**src/rik_pkg.sv**
```systemverilog
// package for the indirect access lock block: offsets, fields, states, timing
// assumes a byte-wide special function register bus on the system clock
package rik_pkg;
  localparam logic [7:0] ADDR_CTRL_OFS = 8'hAC;
  localparam logic [7:0] DATA_OFS      = 8'hAD;
  localparam logic [7:0] KEY_OFS       = 8'hAE;
  localparam logic [7:0] KEY_FIRST     = 8'hA5;
  localparam logic [7:0] KEY_SECOND    = 8'hF1;
  localparam logic [7:0] ADR_RESET     = 8'h00;
  localparam logic [7:0] DAT_RESET     = 8'h00;
  localparam int BUSY_BIT  = 7;
  localparam int AUTO_BIT  = 6;
  localparam int SHORT_BIT = 4;
  localparam logic [3:0] SNAP_LAST  = 4'h3;
  localparam logic [3:0] MATCH_FIRST = 4'h8;
  localparam logic [3:0] MATCH_LAST  = 4'hB;
  localparam logic [2:0] CYC_NORMAL = 3'h7;
  localparam logic [2:0] CYC_SHORT  = 3'h6;
  typedef enum logic [1:0] {
    RIK_LOCKED,
    RIK_WAIT,
    RIK_OPEN,
    RIK_DISABLED
  } rik_lock_e;
  typedef struct packed {
    logic       wr;
    logic       rd;
    logic [7:0] addr;
    logic [7:0] wdata;
  } rik_bus_s;
endpackage : rik_pkg

```
**src/rik_gate.sv**
```systemverilog
// lock/key gate and indirect address control for the clock's internal registers
// assumes bus strobes are one-cycle pulses on clk; internal side accepts any access
// no buffering: one indirect strobe at a time, the host waits on busy between them
`timescale 1ns/100ps
`default_nettype none
module rik_gate (
  input  wire logic            clk,
  input  wire logic            rst_n,
  input  wire rik_pkg::rik_bus_s bus,
  output logic [7:0]           rdata,
  input  wire logic [7:0]      int_rdata,
  output logic                 int_rd,
  output logic                 int_wr,
  output logic [3:0]           int_addr,
  output logic [7:0]           int_wdata
);
  rik_pkg::rik_lock_e lock_q, lock_d;
  logic [7:0] adr_q, adr_d, dat_q, dat_d, rdata_q, rdata_d;
  logic [2:0] cnt_q, cnt_d;
  logic       busy_q, is_wr_q, int_rd_q, int_wr_q;
  logic       busy_d, is_wr_d;

  // one address compare shared by every strobe decode
  function automatic logic hits(input logic [7:0] addr, input logic [7:0] ofs);
    hits = addr == ofs;
  endfunction : hits

  // only the snapshot and match byte groups step the index
  function automatic logic steps_index(input logic [3:0] idx);
    steps_index = (idx <= rik_pkg::SNAP_LAST) ||
                  (idx >= rik_pkg::MATCH_FIRST && idx <= rik_pkg::MATCH_LAST);
  endfunction : steps_index

  // number of cycles the strobe holds busy
  function automatic logic [2:0] strobe_len(input logic short_en);
    strobe_len = short_en ? rik_pkg::CYC_SHORT : rik_pkg::CYC_NORMAL;
  endfunction : strobe_len

  wire  key_wr = bus.wr && hits(bus.addr, rik_pkg::KEY_OFS);
  wire  adr_wr = bus.wr && hits(bus.addr, rik_pkg::ADDR_CTRL_OFS);
  wire  dat_wr = bus.wr && hits(bus.addr, rik_pkg::DATA_OFS);
  wire  dat_rd = bus.rd && hits(bus.addr, rik_pkg::DATA_OFS);
  wire  open   = lock_q == rik_pkg::RIK_OPEN;
  wire  touch  = adr_wr || dat_wr || dat_rd;
  // accesses while not open are dropped; the lock machine handles the penalty
  wire  rd_go  = open && !busy_q && ((adr_wr && bus.wdata[rik_pkg::BUSY_BIT]) ||
                 (dat_rd && adr_q[rik_pkg::AUTO_BIT]));
  wire  wr_go  = open && !busy_q && dat_wr;
  wire  done   = busy_q && cnt_q == 3'h1;
  wire  incr   = steps_index(adr_q[3:0]);

  // a disabled interface stays so until reset; no key write can leave it
  always_comb begin
    lock_d = lock_q;
    case (lock_q)
      rik_pkg::RIK_LOCKED: begin
        if (key_wr)
          lock_d = (bus.wdata == rik_pkg::KEY_FIRST) ? rik_pkg::RIK_WAIT
                                                     : rik_pkg::RIK_DISABLED;
        else if (touch)
          lock_d = rik_pkg::RIK_DISABLED;
      end
      rik_pkg::RIK_WAIT: begin
        if (key_wr)
          lock_d = (bus.wdata == rik_pkg::KEY_SECOND) ? rik_pkg::RIK_OPEN
                                                      : rik_pkg::RIK_DISABLED;
        else if (touch)
          lock_d = rik_pkg::RIK_DISABLED;
      end
      rik_pkg::RIK_OPEN: begin
        if (key_wr)
          lock_d = rik_pkg::RIK_LOCKED;
      end
      rik_pkg::RIK_DISABLED: lock_d = rik_pkg::RIK_DISABLED;
      default: lock_d = rik_pkg::RIK_DISABLED;
    endcase
  end

  always_comb begin
    adr_d = adr_q;
    if (open && adr_wr && !busy_q) begin
      adr_d = {1'b0, bus.wdata[rik_pkg::AUTO_BIT], 1'b0, bus.wdata[4:0]};
    end
    if (done && incr) begin
      adr_d[3:0] = adr_q[3:0] + 4'h1;
    end
  end

  always_comb begin
    dat_d = dat_q;
    if (wr_go) begin
      dat_d = bus.wdata;
    end
    // a finished read overwrites the byte; a finished write leaves it alone
    if (done && !is_wr_q) begin
      dat_d = int_rdata;
    end
  end

  always_comb begin
    cnt_d = cnt_q;
    if (rd_go || wr_go) begin
      cnt_d = strobe_len(adr_d[rik_pkg::SHORT_BIT]);
    end else if (busy_q) begin
      cnt_d = cnt_q - 3'h1;
    end
  end

  always_comb begin
    busy_d = busy_q;
    if (rd_go || wr_go) begin
      busy_d = 1'b1;
    end else if (done) begin
      busy_d = 1'b0;
    end
  end

  always_comb begin
    is_wr_d = is_wr_q;
    if (wr_go) begin
      is_wr_d = 1'b1;
    end else if (rd_go) begin
      is_wr_d = 1'b0;
    end
  end

  // bits 7 and 5 of the stored byte are always zero, so busy is merged in here
  wire  [7:0] key_view = {6'h00, lock_q};
  wire  [7:0] ctl_view = {busy_q, adr_q[6:0]};
  wire  [7:0] dat_view = dat_q;

  always_comb begin
    case (bus.addr)
      rik_pkg::KEY_OFS:       rdata_d = key_view;
      rik_pkg::ADDR_CTRL_OFS: rdata_d = ctl_view;
      rik_pkg::DATA_OFS:      rdata_d = dat_view;
      default:                rdata_d = 8'h00;
    endcase
  end

  always_ff @(posedge clk or negedge rst_n) begin
    if (!rst_n) begin
      lock_q <= rik_pkg::RIK_LOCKED;
    end else begin
      lock_q <= lock_d;
    end
  end

  always_ff @(posedge clk or negedge rst_n) begin
    if (!rst_n) begin
      adr_q <= rik_pkg::ADR_RESET;
    end else begin
      adr_q <= adr_d;
    end
  end

  always_ff @(posedge clk or negedge rst_n) begin
    if (!rst_n) begin
      dat_q <= rik_pkg::DAT_RESET;
    end else begin
      dat_q <= dat_d;
    end
  end

  always_ff @(posedge clk or negedge rst_n) begin
    if (!rst_n) begin
      cnt_q <= 3'h0;
    end else begin
      cnt_q <= cnt_d;
    end
  end

  always_ff @(posedge clk or negedge rst_n) begin
    if (!rst_n) begin
      busy_q <= 1'b0;
    end else begin
      busy_q <= busy_d;
    end
  end

  always_ff @(posedge clk or negedge rst_n) begin
    if (!rst_n) begin
      is_wr_q <= 1'b0;
    end else begin
      is_wr_q <= is_wr_d;
    end
  end

  always_ff @(posedge clk or negedge rst_n) begin
    if (!rst_n) begin
      int_rd_q <= 1'b0;
    end else begin
      int_rd_q <= rd_go;
    end
  end

  always_ff @(posedge clk or negedge rst_n) begin
    if (!rst_n) begin
      int_wr_q <= 1'b0;
    end else begin
      int_wr_q <= wr_go;
    end
  end

  always_ff @(posedge clk or negedge rst_n) begin
    if (!rst_n) begin
      rdata_q <= 8'h00;
    end else begin
      rdata_q <= rdata_d;
    end
  end

  // data read is captured at completion, so the host waits on busy first
  // every output is a flop; the internal side sees index and data as held
  assign rdata     = rdata_q;
  assign int_rd    = int_rd_q;
  assign int_wr    = int_wr_q;
  assign int_addr  = adr_q[3:0];
  assign int_wdata = dat_q;
endmodule : rik_gate
`default_nettype wire

```
**config.mk**
```make
export PLATFORM = sky130hd
export DESIGN_NAME = rik_gate
export DESIGN_NICKNAME = d
export VERILOG_FILES = /design/src/rik_pkg.sv /design/src/rik_gate.sv
export SDC_FILE = /design/constraint.sdc
export NUM_CORES = 1
export LEC_CHECK = 0
export ABC_AREA = 1
export BUFFER_PORTS_ARGS = -buffer_cell sky130_fd_sc_hd__buf_4
export CORE_UTILIZATION = 53
export CTS_BUF_LIST = sky130_fd_sc_hd__clkbuf_8
export DETAILED_ROUTE_END_ITERATION = 6
export HOLD_SLACK_MARGIN = 0.08
export PLACE_DENSITY = 0.92
export SLEW_MARGIN = 20
export SYNTH_ARGS = -nofsm -noshare
export SYNTH_HDL_FRONTEND = slang
export SYNTH_SLANG_ARGS = --single-unit
```
**constraint.sdc**
```tcl
create_clock -name clk -period 1.85 [get_ports clk]
set_clock_uncertainty 0.2 [all_clocks]
set_input_delay 0.2775 -clock clk [delete_from_list [all_inputs] [get_ports clk]]
set_output_delay 0.2775 -clock clk [all_outputs]
set_load 0.005 [all_outputs]
```
[After elaboration in Yosys (flattened, before gate mapping)]
Index checks and enable logic that the tools add are counted.
Storage, ports and cells
  bits of input ports: 28
  register bits after elaboration: 31
  word-level logic and storage cells: 73
Cells by class
  equality and inequality tests: 10
  multiplexer cells: 19
  reductions and logical operators: 28
  $lt $le $gt $ge: 3
  add/subtract/negate cells: 2
Operators with widths (count)
  8-bit equality test (second input constant): 5
  8-bit case mux with 3 select lines: 1
  8-bit two-way mux: 2
  1-bit logical AND: 15
  2-bit two-way mux: 5
  2-bit nonzero test: 5
  2-bit case mux with 4 select lines: 1
  1-bit two-way mux: 6
  3-bit two-way mux: 2
  1-bit logical OR: 5
  5-bit two-way mux: 1
  4-bit by 1-bit adder with 4-bit output (second input constant): 1
  2-bit equality test (second input constant): 2
  4-bit greater-or-equal comparator (second input constant): 1
  4-bit by 2-bit <= comparator with 1-bit output (second input constant): 1
  4-bit <= comparator (second input constant): 1
  4-bit two-way mux: 1
  3-bit by 1-bit equality test with 1-bit output (second input constant): 1
  3-bit by 1-bit subtractor with 3-bit output (second input constant): 1
  2-bit by 1-bit equality test with 1-bit output (second input constant): 1
  1-bit logical NOT: 2
  2-bit logical NOT: 1
  2-bit != test (second input constant): 1

[Logic depth before layout (Yosys ltp)]
Gate-level depths: netlist (run 1).
  depth after elaboration: 7
  mapped depth: 10
  depth with buffers taken out: 10

[Worst setup path before layout (run 1)]
No wires, ideal clock.
  kind: reg2reg
  start point: reg lock_q[0]
  end point: reg dat_q[2], in the netlist int_wdata[2]
  data arrival time: 1.108 ns
  slack: 0.418 ns
  stages on the path, launching flop included: 9
  clock period less this slack: 1.432 ns
  required time: 1.526 ns
  path through: dfrtp_1 -> inv_2 -> nand2_1 -> nor2_4 -> nand3_4 -> nand2_4 -> inv_4 -> nand2_1 -> nand3_1
Between the ends
  cells in the longest elaborated chain, start to end: 4
RTL lines
  from (decl): RTL line rik_gate.sv:17  | rik_pkg::rik_lock_e lock_q, lock_d;
  from (signal assigned): RTL line rik_gate.sv:143  | lock_q <= rik_pkg::RIK_LOCKED;
  from (signal assigned): RTL line rik_gate.sv:145  | lock_q <= lock_d;
  2-bit equality test: RTL line rik_gate.sv:43  | wire open = lock_q == rik_pkg::RIK_OPEN;
  1-bit logical AND (2 in series): RTL line rik_gate.sv:48  | wire wr_go = open && !busy_q && dat_wr;
  2-bit nonzero test (no source line)
  to (signal assigned): RTL line rik_gate.sv:159  | dat_q <= rik_pkg::DAT_RESET;
  to (signal assigned): RTL line rik_gate.sv:161  | dat_q <= dat_d;
  to (decl): RTL line rik_gate.sv:18  | logic [7:0] adr_q, adr_d, dat_q, dat_d, rdata_q, rdata_d;
No other way between the ends.
A chain may end at the register's enable or synchronous reset.

[Final worst setup path (run 1)]
  start point: reg busy_q
  end point: reg dat_q[0], in the netlist int_wdata[0]
Between the ends
  cells in the longest elaborated chain, start to end: 4
RTL lines
  from (decl): RTL line rik_gate.sv:20  | logic busy_q, is_wr_q, int_rd_q, int_wr_q;
  from (signal assigned): RTL line rik_gate.sv:177  | busy_q <= busy_d;
  1-bit logical NOT: RTL line rik_gate.sv:48
  1-bit logical AND (2 in series): RTL line rik_gate.sv:48
  2-bit nonzero test (no source line)
Parallel ways exist; a longest one is shown, timed or not.

==> results of run 1 <==
final cells by class:
class,count,share of cell area
clock buffers,7,0.0410
clock inverters,1,0.00160
inverters,28,0.0489
multi-input cells,145,0.339
flip-flops and latches,31,0.330
well taps,44,0.0234
repair buffers,63,0.216
Yosys cell counts, types with 2 or more instances:
cell type  count
a22o_1         2
buf_4          5
dfrtp_1       31
ha_1           3
inv_1         20
inv_2          5
inv_4          2
nand2_1       62
nand2_2        4
nand2_4        2
nand3_1       23
nand4_1        7
nor2_1        12
nor2_2         3
nor2_4         5
nor2_8         2
nor3_1         2
o211ai_1       2
o21ai_0        6
xor2_1         2
sequential cells by signal, summed over array words and instances, names as in the netlist:
name and cells:
cnt_q 3, is_wr_q 1, adr_q 6, int_rd 1, int_wdata 8, int_wr 1, lock_q 2, rdata 8
busy_q 1
kinds of logic (layout without fill, tap and decap cells):
group / after synthesis / after routing / synth area share
and+or+nand+nor: 127 / 127 / 0.383
buffers and inverters: 33 / 99 / 0.0884
DFF: 31 / 31 / 0.449
AOI/OAI and AO/OA: 13 / 13 / 0.0478
adders and majority gates: 3 / 3 / 0.0217
xor gates and xnor gates: 2 / 2 / 0.0101
power groups by stage:
stage          clock [mW]  sequential [mW]  combinational [mW]
2_1_floorplan           0            0.896               0.244
3_3_place_gp            0            0.918               0.450
3_5_place_dp            0            0.925               0.472
4_1_cts             0.575            0.915               0.495
5_1_grt             0.602            0.935               0.568
6_report            0.575            0.920               0.500
per-layer routing:
layer,up-vias,GRT usage,part of all wire
met5,-,0,0
met4,0,0.146,0.042
met3,26,0.0895,0.084
met2,99,0.485,0.49
met1,776,0.332,0.39
li1,799,-,-
worst min-delay path: stages:
cell     delay (ns)
buf_4          0.11
nand3_1        0.08
nand3_1        0.08
metrics by stage:
step	power (mW)	cell area [µm²]	utilization	std cells
floorplan	1.14	1730	-	209
global placement	1.37	2110	0.686	297
detailed placement	1.40	2110	0.686	297
CTS	1.99	2350	0.764	319
global route	2.10	2350	0.764	319
finish	2.00	2350	0.764	319
how the worst max path moves through the flow:
stage	depth (start not counted)	slack, ns	end	from
final	9	0.14	int_wdata[0]	busy_q
after global routing	9	0.04	int_wdata[5]	busy_q
after CTS	9	0.15	int_wdata[0]	busy_q
after detailed placement	9	0.16	int_wdata[0]	busy_q
after global placement	9	0.21	int_wdata[5]	busy_q
after floorplan	8	0.42	int_wdata[2]	lock_q[0]
==> impl_metrics.csv, run 1 <==
group,metric,value,unit
finish,final_nets,305,
global_routing,grt-ovfl-total,0,
timing,hold_ws,0.0956,ns
timing,drv_slew,0,
power_and_ir_drop,p_seq_frac,0.461,
route,ant_nets,0,
route,wirelength,4350,µm
critical_path,critPathCaptureType,"flip-flop",
timing,rsz0062_at_grt,"no",
critical_path,r2r_end,"int_wdata[0]",
logic_synthesis,yosysWarnings,0,
logic_synthesis,synth_top_area_cell,"dfrtp_1",
critical_path,reg2reg_depth,9,
timing,hold_viol_final,0,
route,num_vias,1700,
timing,finalCritPeriodShare,0.924,
die,chipHeight,59.1,µm
timing,min_period,1.71,ns
place,place_hpwl,3180,µm
place,dp_slack,0.155,ns
critical_path,required,1.82,ns
finish,layout-drive-gt1-share,0.302,
critical_path,worstSetupPathType,"flip-flop to flip-flop",
logic_synthesis,syn_inst,209,
worst_hold_path,hold_depth,3,
logic_synthesis,ys.flop_type,"dfrtp_1",
clocking,h-tree-depth,2,
route,dr.first_iter.drc_count,53,
timing,slew-limit-headroom,0.752,
die,dieWidth,59.1,µm
critical_path,rrSetupSlack,0.14,ns
finish,area_growth,36.2,%
clocking,post_cts_buffers,0,
critical_path,path_buf_inv,3,
clocking,cts.repair.resized,0,
worst_hold_path,hp-class,"primary input to flip-flop",
clocking,path_clk_slew,0.06,ns
critical_path,reg2reg_from,"busy_q",
power_and_ir_drop,comb_power_share,0.251,
clocking,cts_max_path_buffers,2,
global_routing,grt_pass1_vias,1633,
critical_path,slowest_stage,"dfrtp_1",
finish,final_cell_mix,"nand2_1, buf_4, dfrtp_1, nand3_1, inv_1",
global_routing,grt_max_degree,32,
logic_synthesis,syn_area,0.00173,mm²
power_and_ir_drop,power.leakage,1.22,nW
worst_hold_path,hold_end,"int_wdata[4]",
worst_hold_path,holdCritStartpoint,"bus[4]",
clocking,clock_latency,0.29,ns
global_routing,antenna_found_initial,0,
finish,fill_cells,226,
critical_path,cp_common_cell,"inv_4",
die,start_util,0.561,
die,fp-row-count,20,
critical_path,arrival,1.68,ns
clocking,cts_tree,"built",
finish,antenna-diode-count,0,
route,vias_per_cell,5.33,
finish,final_common_cell,"nand2_1",
die,core-area,0.00308,mm²
critical_path,start_kind,"flip-flop",
logic_synthesis,async_flop_share,1.00,
critical_path,path_max_fanout,9,
route,drc,0,
logic_synthesis,syn_area_per_cell,8.26,µm²
power_and_ir_drop,p_per_area,848,mW/mm²
critical_path,crit_family,"simple AND/OR/NAND/NOR gates",
finish,multiInputGateArea,798,µm²
clocking,hold_buffers,14,
place,port_buffers,49,
critical_path,worstPathCellList,"inv_2, nor2_4, nand2_2, nor2_8, inv_4, nand2_4, inv_4, nand2_1, nand3_1",
logic_synthesis,synthTopCellsByArea,"dfrtp_1, nand2_1, nand3_1",
status,status,"complete, no violations",
route,dr.pass1.iters,4,
logic_synthesis,syn_nets,240,
timing,setup_tns,0,ns
power_and_ir_drop,p_sw_frac,0.305,
die,die_area,0.00349,mm²
timing,setup_ws,0.141,ns
flow_run,drv_cap,0,
logic_synthesis,yosys.cell_types.count,29,
timing,fmax,585,MHz
route,avgRoutedWirePerCell,13.6,µm
timing,worst-slew-pin-transition,0.372,ns
timing,setup_violations,0,
logic_synthesis,synth_seq_cells,31,
clocking,root_buffer,"clkbuf_8",
power_and_ir_drop,vdd.ir_drop.worst,588,µV
global_routing,grt_usage,0.289,
clocking,cts.sinks,31,
power_and_ir_drop,internal_power,1.39,mW
finish,regArea,776,µm²
die,ios,50,
global_routing,grt_pass1_wl,7250,µm
power_and_ir_drop,p_sw,0.608,mW
logic_synthesis,synth_top_area_share,0.449,
logic_synthesis,synth-edff-count,0,
power_and_ir_drop,p_clk_frac,0.288,
logic_synthesis,synth_sequential_area_ratio,0.449,
critical_path,critPathMaxStageDelay,0.52,ns
clocking,cts_made_buffers,5,
place,gp_congestion,0.912,
(Power assumes the default switching activity.)
==> run 2: changes to the inputs <==
--- a/config.mk
+++ b/config.mk
@@ -6,12 +6,12 @@
 export NUM_CORES = 1
 export LEC_CHECK = 0
 export ABC_AREA = 1
-export BUFFER_PORTS_ARGS = -buffer_cell sky130_fd_sc_hd__buf_4
-export CORE_UTILIZATION = 53
+export CORE_UTILIZATION = 56
 export CTS_BUF_LIST = sky130_fd_sc_hd__clkbuf_8
 export DETAILED_ROUTE_END_ITERATION = 6
+export DONT_BUFFER_PORTS = 1
 export HOLD_SLACK_MARGIN = 0.08
-export PLACE_DENSITY = 0.92
+export PLACE_DENSITY = 0.82
 export SLEW_MARGIN = 20
 export SYNTH_ARGS = -nofsm -noshare
 export SYNTH_HDL_FRONTEND = slang
==> impl_metrics.csv, run 2 (synthesized netlist as in run 1, its figures left out) <==
group,metric,value,unit
critical_path,worstSetupPathType,"flip-flop to flip-flop",
die,ios,50,
critical_path,path_max_fanout,9,
status,status,"finished with violations",
critical_path,cp_common_cell,"inv_4",
finish,regArea,776,µm²
power_and_ir_drop,p_per_area,860,mW/mm²
clocking,cts_tree,"built",
finish,antenna-diode-count,0,
critical_path,r2r_end,"int_wdata[4]",
die,fp-row-count,19,
worst_hold_path,holdCritStartpoint,"bus[7]",
critical_path,critPathCaptureType,"flip-flop",
timing,slew-limit-headroom,0.793,
place,port_buffers,0,
clocking,clock_latency,0.27,ns
global_routing,gr-usage-met3,0.0726,
route,ant_nets,0,
critical_path,path_buf_inv,3,
finish,final_common_cell,"nand2_1",
critical_path,worstPathCellList,"inv_2, nor2_4, nand2_2, nor2_8, inv_4, nand2_4, inv_4, nand2_1, nand3_1",
timing,drv_slew,0,
die,dieWidth,57.5,µm
global_routing,grt_usage,0.262,
timing,setup_violations,0,
power_and_ir_drop,power.leakage,0.994,nW
clocking,h-tree-depth,2,
clocking,cts_max_path_buffers,2,
timing,rsz0062_at_grt,"no",
die,core-area,0.00283,mm²
route,num_vias,1469,
global_routing,antenna_found_initial,0,
route,vias_per_cell,5.65,
timing,finalCritPeriodShare,0.929,
clocking,cts_made_buffers,5,
timing,hold_viol_final,0,
critical_path,crit_family,"simple AND/OR/NAND/NOR gates",
critical_path,reg2reg_depth,9,
global_routing,grt_pass1_vias,1417,
critical_path,rrSetupSlack,0.13,ns
timing,setup_tns,0,ns
global_routing,globalRouteMet1Util,0.346,
critical_path,start_kind,"flip-flop",
global_routing,grt_max_degree,32,
die,die_area,0.00331,mm²
critical_path,slowest_stage,"dfrtp_1",
critical_path,reg2reg_from,"busy_q",
finish,final_nets,261,
critical_path,arrival,1.66,ns
status,violations,"design-rule violations",
global_routing,grt_pass1_wl,6440,µm
timing,min_period,1.72,ns
global_routing,grt-ovfl-total,0,
timing,hold_ws,0.109,ns
route,dr.first_iter.drc_count,68,
die,chipHeight,57.5,µm
critical_path,cp.depth,9,
critical_path,required,1.79,ns
worst_hold_path,hold_end,"lock_q[1]",
die,start_util,0.610,
timing,worst-slew-pin-transition,0.310,ns
clocking,path_clk_slew,0.06,ns
worst_hold_path,hp-class,"primary input to flip-flop",
flow_run,drv_cap,0,
route,dr.pass1.iters,6,
route,drc,4,
finish,area_growth,15.9,%
timing,fmax,582,MHz
finish,layout-drive-gt1-share,0.144,
place,gp_congestion,0.871,
place,place_hpwl,2720,µm
global_routing,met2_usage,0.404,
route,wirelength,3920,µm
critical_path,critPathMaxStageDelay,0.52,ns
power_and_ir_drop,vdd.ir_drop.worst,497,µV
finish,final_cell_mix,"nand2_1, dfrtp_1, nand3_1, inv_1, dlygate4sd3_1",
finish,fill_cells,188,
global_routing,busiest_layer,"met2",
clocking,root_buffer,"clkbuf_8",
clocking,cts.sinks,31,
finish,multiInputGateArea,798,µm²
route,avgRoutedWirePerCell,15.1,µm
worst_hold_path,hold_depth,5,
[run 2: changes by cell type in the layout (fill, tap and decap cells not counted), sizes merged]
| cell | delta |
|---|---|
| buf | -48 |
| clkbuf | -2 |
| dlygate4sd3 | +4 |
[run 2: through the flow]
step                      utilization  total power [mW]  worst slack [ns]  instance area [µm²]  cells
after detailed placement        0.611              1.21             0.206                 1730    235
after floorplan                     -              1.14             0.418                 1730    209
after CTS                       0.707              1.73             0.197                 2000    260
after global routing            0.707              1.83            0.0618                 2000    260
after global placement          0.611              1.21             0.231                 1730    235
final                           0.707              1.72             0.131                 2000    260
[run 2: how the worst max path moves through the flow]
stage / startpoint / end
2_1_floorplan: lock_q[0] / int_wdata[2]
6_report: busy_q / int_wdata[4]
5_1_grt: busy_q / int_wdata[4]
3_3_place_gp: busy_q / int_wdata[5]
3_5_place_dp: busy_q / int_wdata[3]
4_1_cts: busy_q / int_wdata[3]
[run 2: where the power goes]
group	internal (mW)	total, mW	switching (mW)
Sequential	0.800	0.934	0.134
Clock	0.244	0.453	0.209
Combinational	0.147	0.334	0.188
Total	1.19	1.72	0.531
[run 2: timing repair]
action / 4_1_cts / 5_1_grt
hold buffers: 19 / 0
setup buffers: 0 / 0
endpoints found under the setup margin: 0 / 0
hold endpoints to repair: 50 / 0
gates resized for setup: 0 / 0
[run 2: worst min-delay path: stages]
cell,delay (ns)
nand3_1,0.06
nor2_1,0.04
nor2_1,0.08
nand2_1,0.05
nand2_1,0.05
[run 2: area by class of cell]
class / instances / area share
clock inverter: 1 / 0.00188
clock buffer: 5 / 0.0344
sequential: 31 / 0.388
multi-input combinational: 145 / 0.399
inverter: 28 / 0.0575
tap: 31 / 0.0194
timing repair buffer: 19 / 0.100
[run 2: routing by layer]
metal | share of wire | routed length [µm] | up-vias
li1 | - | - | 704
met1 | 0.45 | 1760 | 685
met4 | 0.013 | 49 | 0
met5 | 0 | 0 | -
met3 | 0.087 | 342 | 6
met2 | 0.45 | 1770 | 74
==> run 3: changes to the inputs <==
--- a/config.mk
+++ b/config.mk
@@ -12,6 +12,7 @@
 export DONT_BUFFER_PORTS = 1
 export HOLD_SLACK_MARGIN = 0.08
 export PLACE_DENSITY = 0.82
+export RECOVER_POWER = 25
 export SLEW_MARGIN = 20
 export SYNTH_ARGS = -nofsm -noshare
 export SYNTH_HDL_FRONTEND = slang
==> impl_metrics.csv, run 3 (synthesized netlist as in run 1, its figures left out) <==
group,metric,value,unit
status,status,"finished with violations",
status,violations,"design-rule violations",
power_and_ir_drop,p_clk_frac,0.264,
critical_path,path_buf_inv,3,
critical_path,start_kind,"flip-flop",
die,fp-row-count,19,
finish,multiInputGateArea,798,µm²
global_routing,grt_max_degree,32,
clocking,cts_tree,"built",
route,dr.pass1.iters,6,
finish,final_common_cell,"nand2_1",
clocking,cts_max_path_buffers,2,
global_routing,grt-ovfl-total,0,
place,gp_congestion,0.871,
clocking,cts.sinks,31,
global_routing,antenna_found_initial,0,
place,dp_slack,0.206,ns
timing,finalCritPeriodShare,0.929,
power_and_ir_drop,p_seq_frac,0.544,
timing,min_period,1.72,ns
timing,slew-limit-headroom,0.511,
timing,setup_ws,0.132,ns
power_and_ir_drop,p_sw_frac,0.309,
finish,layout-drive-gt1-share,0.144,
critical_path,reg2reg_depth,9,
finish,area_growth,15.0,%
clocking,h-tree-depth,2,
power_and_ir_drop,power.leakage,0.989,nW
power_and_ir_drop,internal_power,1.19,mW
critical_path,worstSetupPathType,"flip-flop to flip-flop",
timing,fmax,582,MHz
global_routing,grt_usage,0.262,
route,dr.first_iter.drc_count,61,
die,chipHeight,57.5,µm
power_and_ir_drop,p_sw,0.530,mW
clocking,path_clk_slew,0.06,ns
die,dieWidth,57.5,µm
timing,worst-slew-pin-transition,0.734,ns
flow_run,drv_cap,0,
timing,rsz0062_at_grt,"no",
finish,regArea,776,µm²
timing,drv_slew,0,
clocking,cts_made_buffers,5,
finish,fin_area,0.00199,mm²
finish,layout.cells.non_filler,260,
finish,final_cell_mix,"nand2_1, dfrtp_1, nand3_1, inv_1, dlygate4sd3_1",
die,ios,50,
critical_path,cp.depth,9,
critical_path,crit_family,"simple AND/OR/NAND/NOR gates",
critical_path,rrSetupSlack,0.13,ns
die,start_util,0.610,
clocking,clock_latency,0.27,ns
place,placed_cell_area,0.00173,mm²
die,core-area,0.00283,mm²
critical_path,critPathMaxStageDelay,0.52,ns
route,ant_nets,0,
route,drc,4,
timing,setup_tns,0,ns
clocking,root_buffer,"clkbuf_8",
critical_path,slowest_stage,"dfrtp_1",
critical_path,crit_end,"int_wdata[4]",
route,wirelength,3930,µm
critical_path,worstPathCellList,"inv_2, nor2_4, nand2_2, nor2_8, inv_4, nand2_4, inv_4, nand2_1, nand3_1",
global_routing,grt_pass1_vias,1417,
timing,hold_viol_final,0,
timing,setup_violations,0,
place,dp_cells,235,
critical_path,r2r_end,"int_wdata[4]",
critical_path,path_max_fanout,9,
critical_path,required,1.79,ns
die,die_area,0.00331,mm²
critical_path,critPathCaptureType,"flip-flop",
power_and_ir_drop,p_per_area,864,mW/mm²
route,avgRoutedWirePerCell,15.1,µm
finish,antenna-diode-count,0,
critical_path,startpoint,"busy_q",
place,port_buffers,0,
place,place_hpwl,2720,µm
worst_hold_path,hp-class,"primary input to flip-flop",
finish,fill_cells,190,
power_and_ir_drop,comb_power_share,0.192,
route,num_vias,1469,
finish,final_nets,261,
critical_path,arrival,1.66,ns
global_routing,grt_pass1_wl,6440,µm
critical_path,reg2reg_from,"busy_q",
critical_path,cp_common_cell,"inv_4",
route,vias_per_cell,5.65,
power_and_ir_drop,vdd.ir_drop.worst,496,µV
-- run 3: layer usage --
| layer | part of all wire | wire, µm | track usage | vias to the layer above |
|---|---|---|---|---|
| met4 | 0.012 | 49 | 0.115 | 0 |
| met5 | 0 | 0 | 0 | - |
| met1 | 0.45 | 1760 | 0.346 | 685 |
| met3 | 0.086 | 337 | 0.0726 | 6 |
| li1 | - | - | - | 704 |
| met2 | 0.45 | 1780 | 0.404 | 74 |
-- run 3: layout make-up --
type / count / area share
flip-flops and latches: 31 / 0.391
clock buffers: 5 / 0.0347
multi-input cells: 145 / 0.402
inverters: 28 / 0.0580
repair buffers: 19 / 0.0933
clock inverters: 1 / 0.00189
well taps: 31 / 0.0195
-- run 3: power groups by stage --
| stage | Sequential (mW) | Combinational (mW) | Clock, mW |
|---|---|---|---|
| after global placement | 0.937 | 0.270 | 0 |
| after floorplan | 0.896 | 0.244 | 0 |
| after global routing | 0.947 | 0.383 | 0.492 |
| after detailed placement | 0.941 | 0.272 | 0 |
| after CTS | 0.929 | 0.329 | 0.467 |
| final | 0.933 | 0.330 | 0.453 |
-- run 3: metrics by stage --
step	power, mW	hold slack, ns	utilization
3_5_place_dp	1.21	-0.218	0.611
2_1_floorplan	1.14	-0.218	-
6_report	1.72	0.109	0.702
5_1_grt	1.82	0.129	0.702
3_3_place_gp	1.21	-0.218	0.611
4_1_cts	1.73	0.105	0.707
-- run 3: tightest hold or removal path, delay by kind of cell --
| family | cells | cell delay, ns |
|---|---|---|
| AND/OR/NAND/NOR | 5 | 0.28 |
-- run 3: timing repair --
| action | 4_1_cts | 5_1_grt |
|---|---|---|
| hold buffers | 19 | 0 |
| buffers inserted | 0 | 0 |
| endpoints found under the hold margin | 50 | 0 |
| gates resized for setup | 0 | 0 |
-- run 3: worst min-delay path by stage --
stage                      endpoint  cells after the start     from  slack (ns)
after floorplan            adr_q[0]                      0    rst_n       -0.22
final                     lock_q[1]                      5   bus[7]        0.11
after CTS                 lock_q[1]                      5   bus[7]        0.11
after detailed placement   rdata[1]                      0    rst_n       -0.22
after global placement     rdata[1]                      0    rst_n       -0.22
after global routing       adr_q[4]                      5  bus[17]        0.13
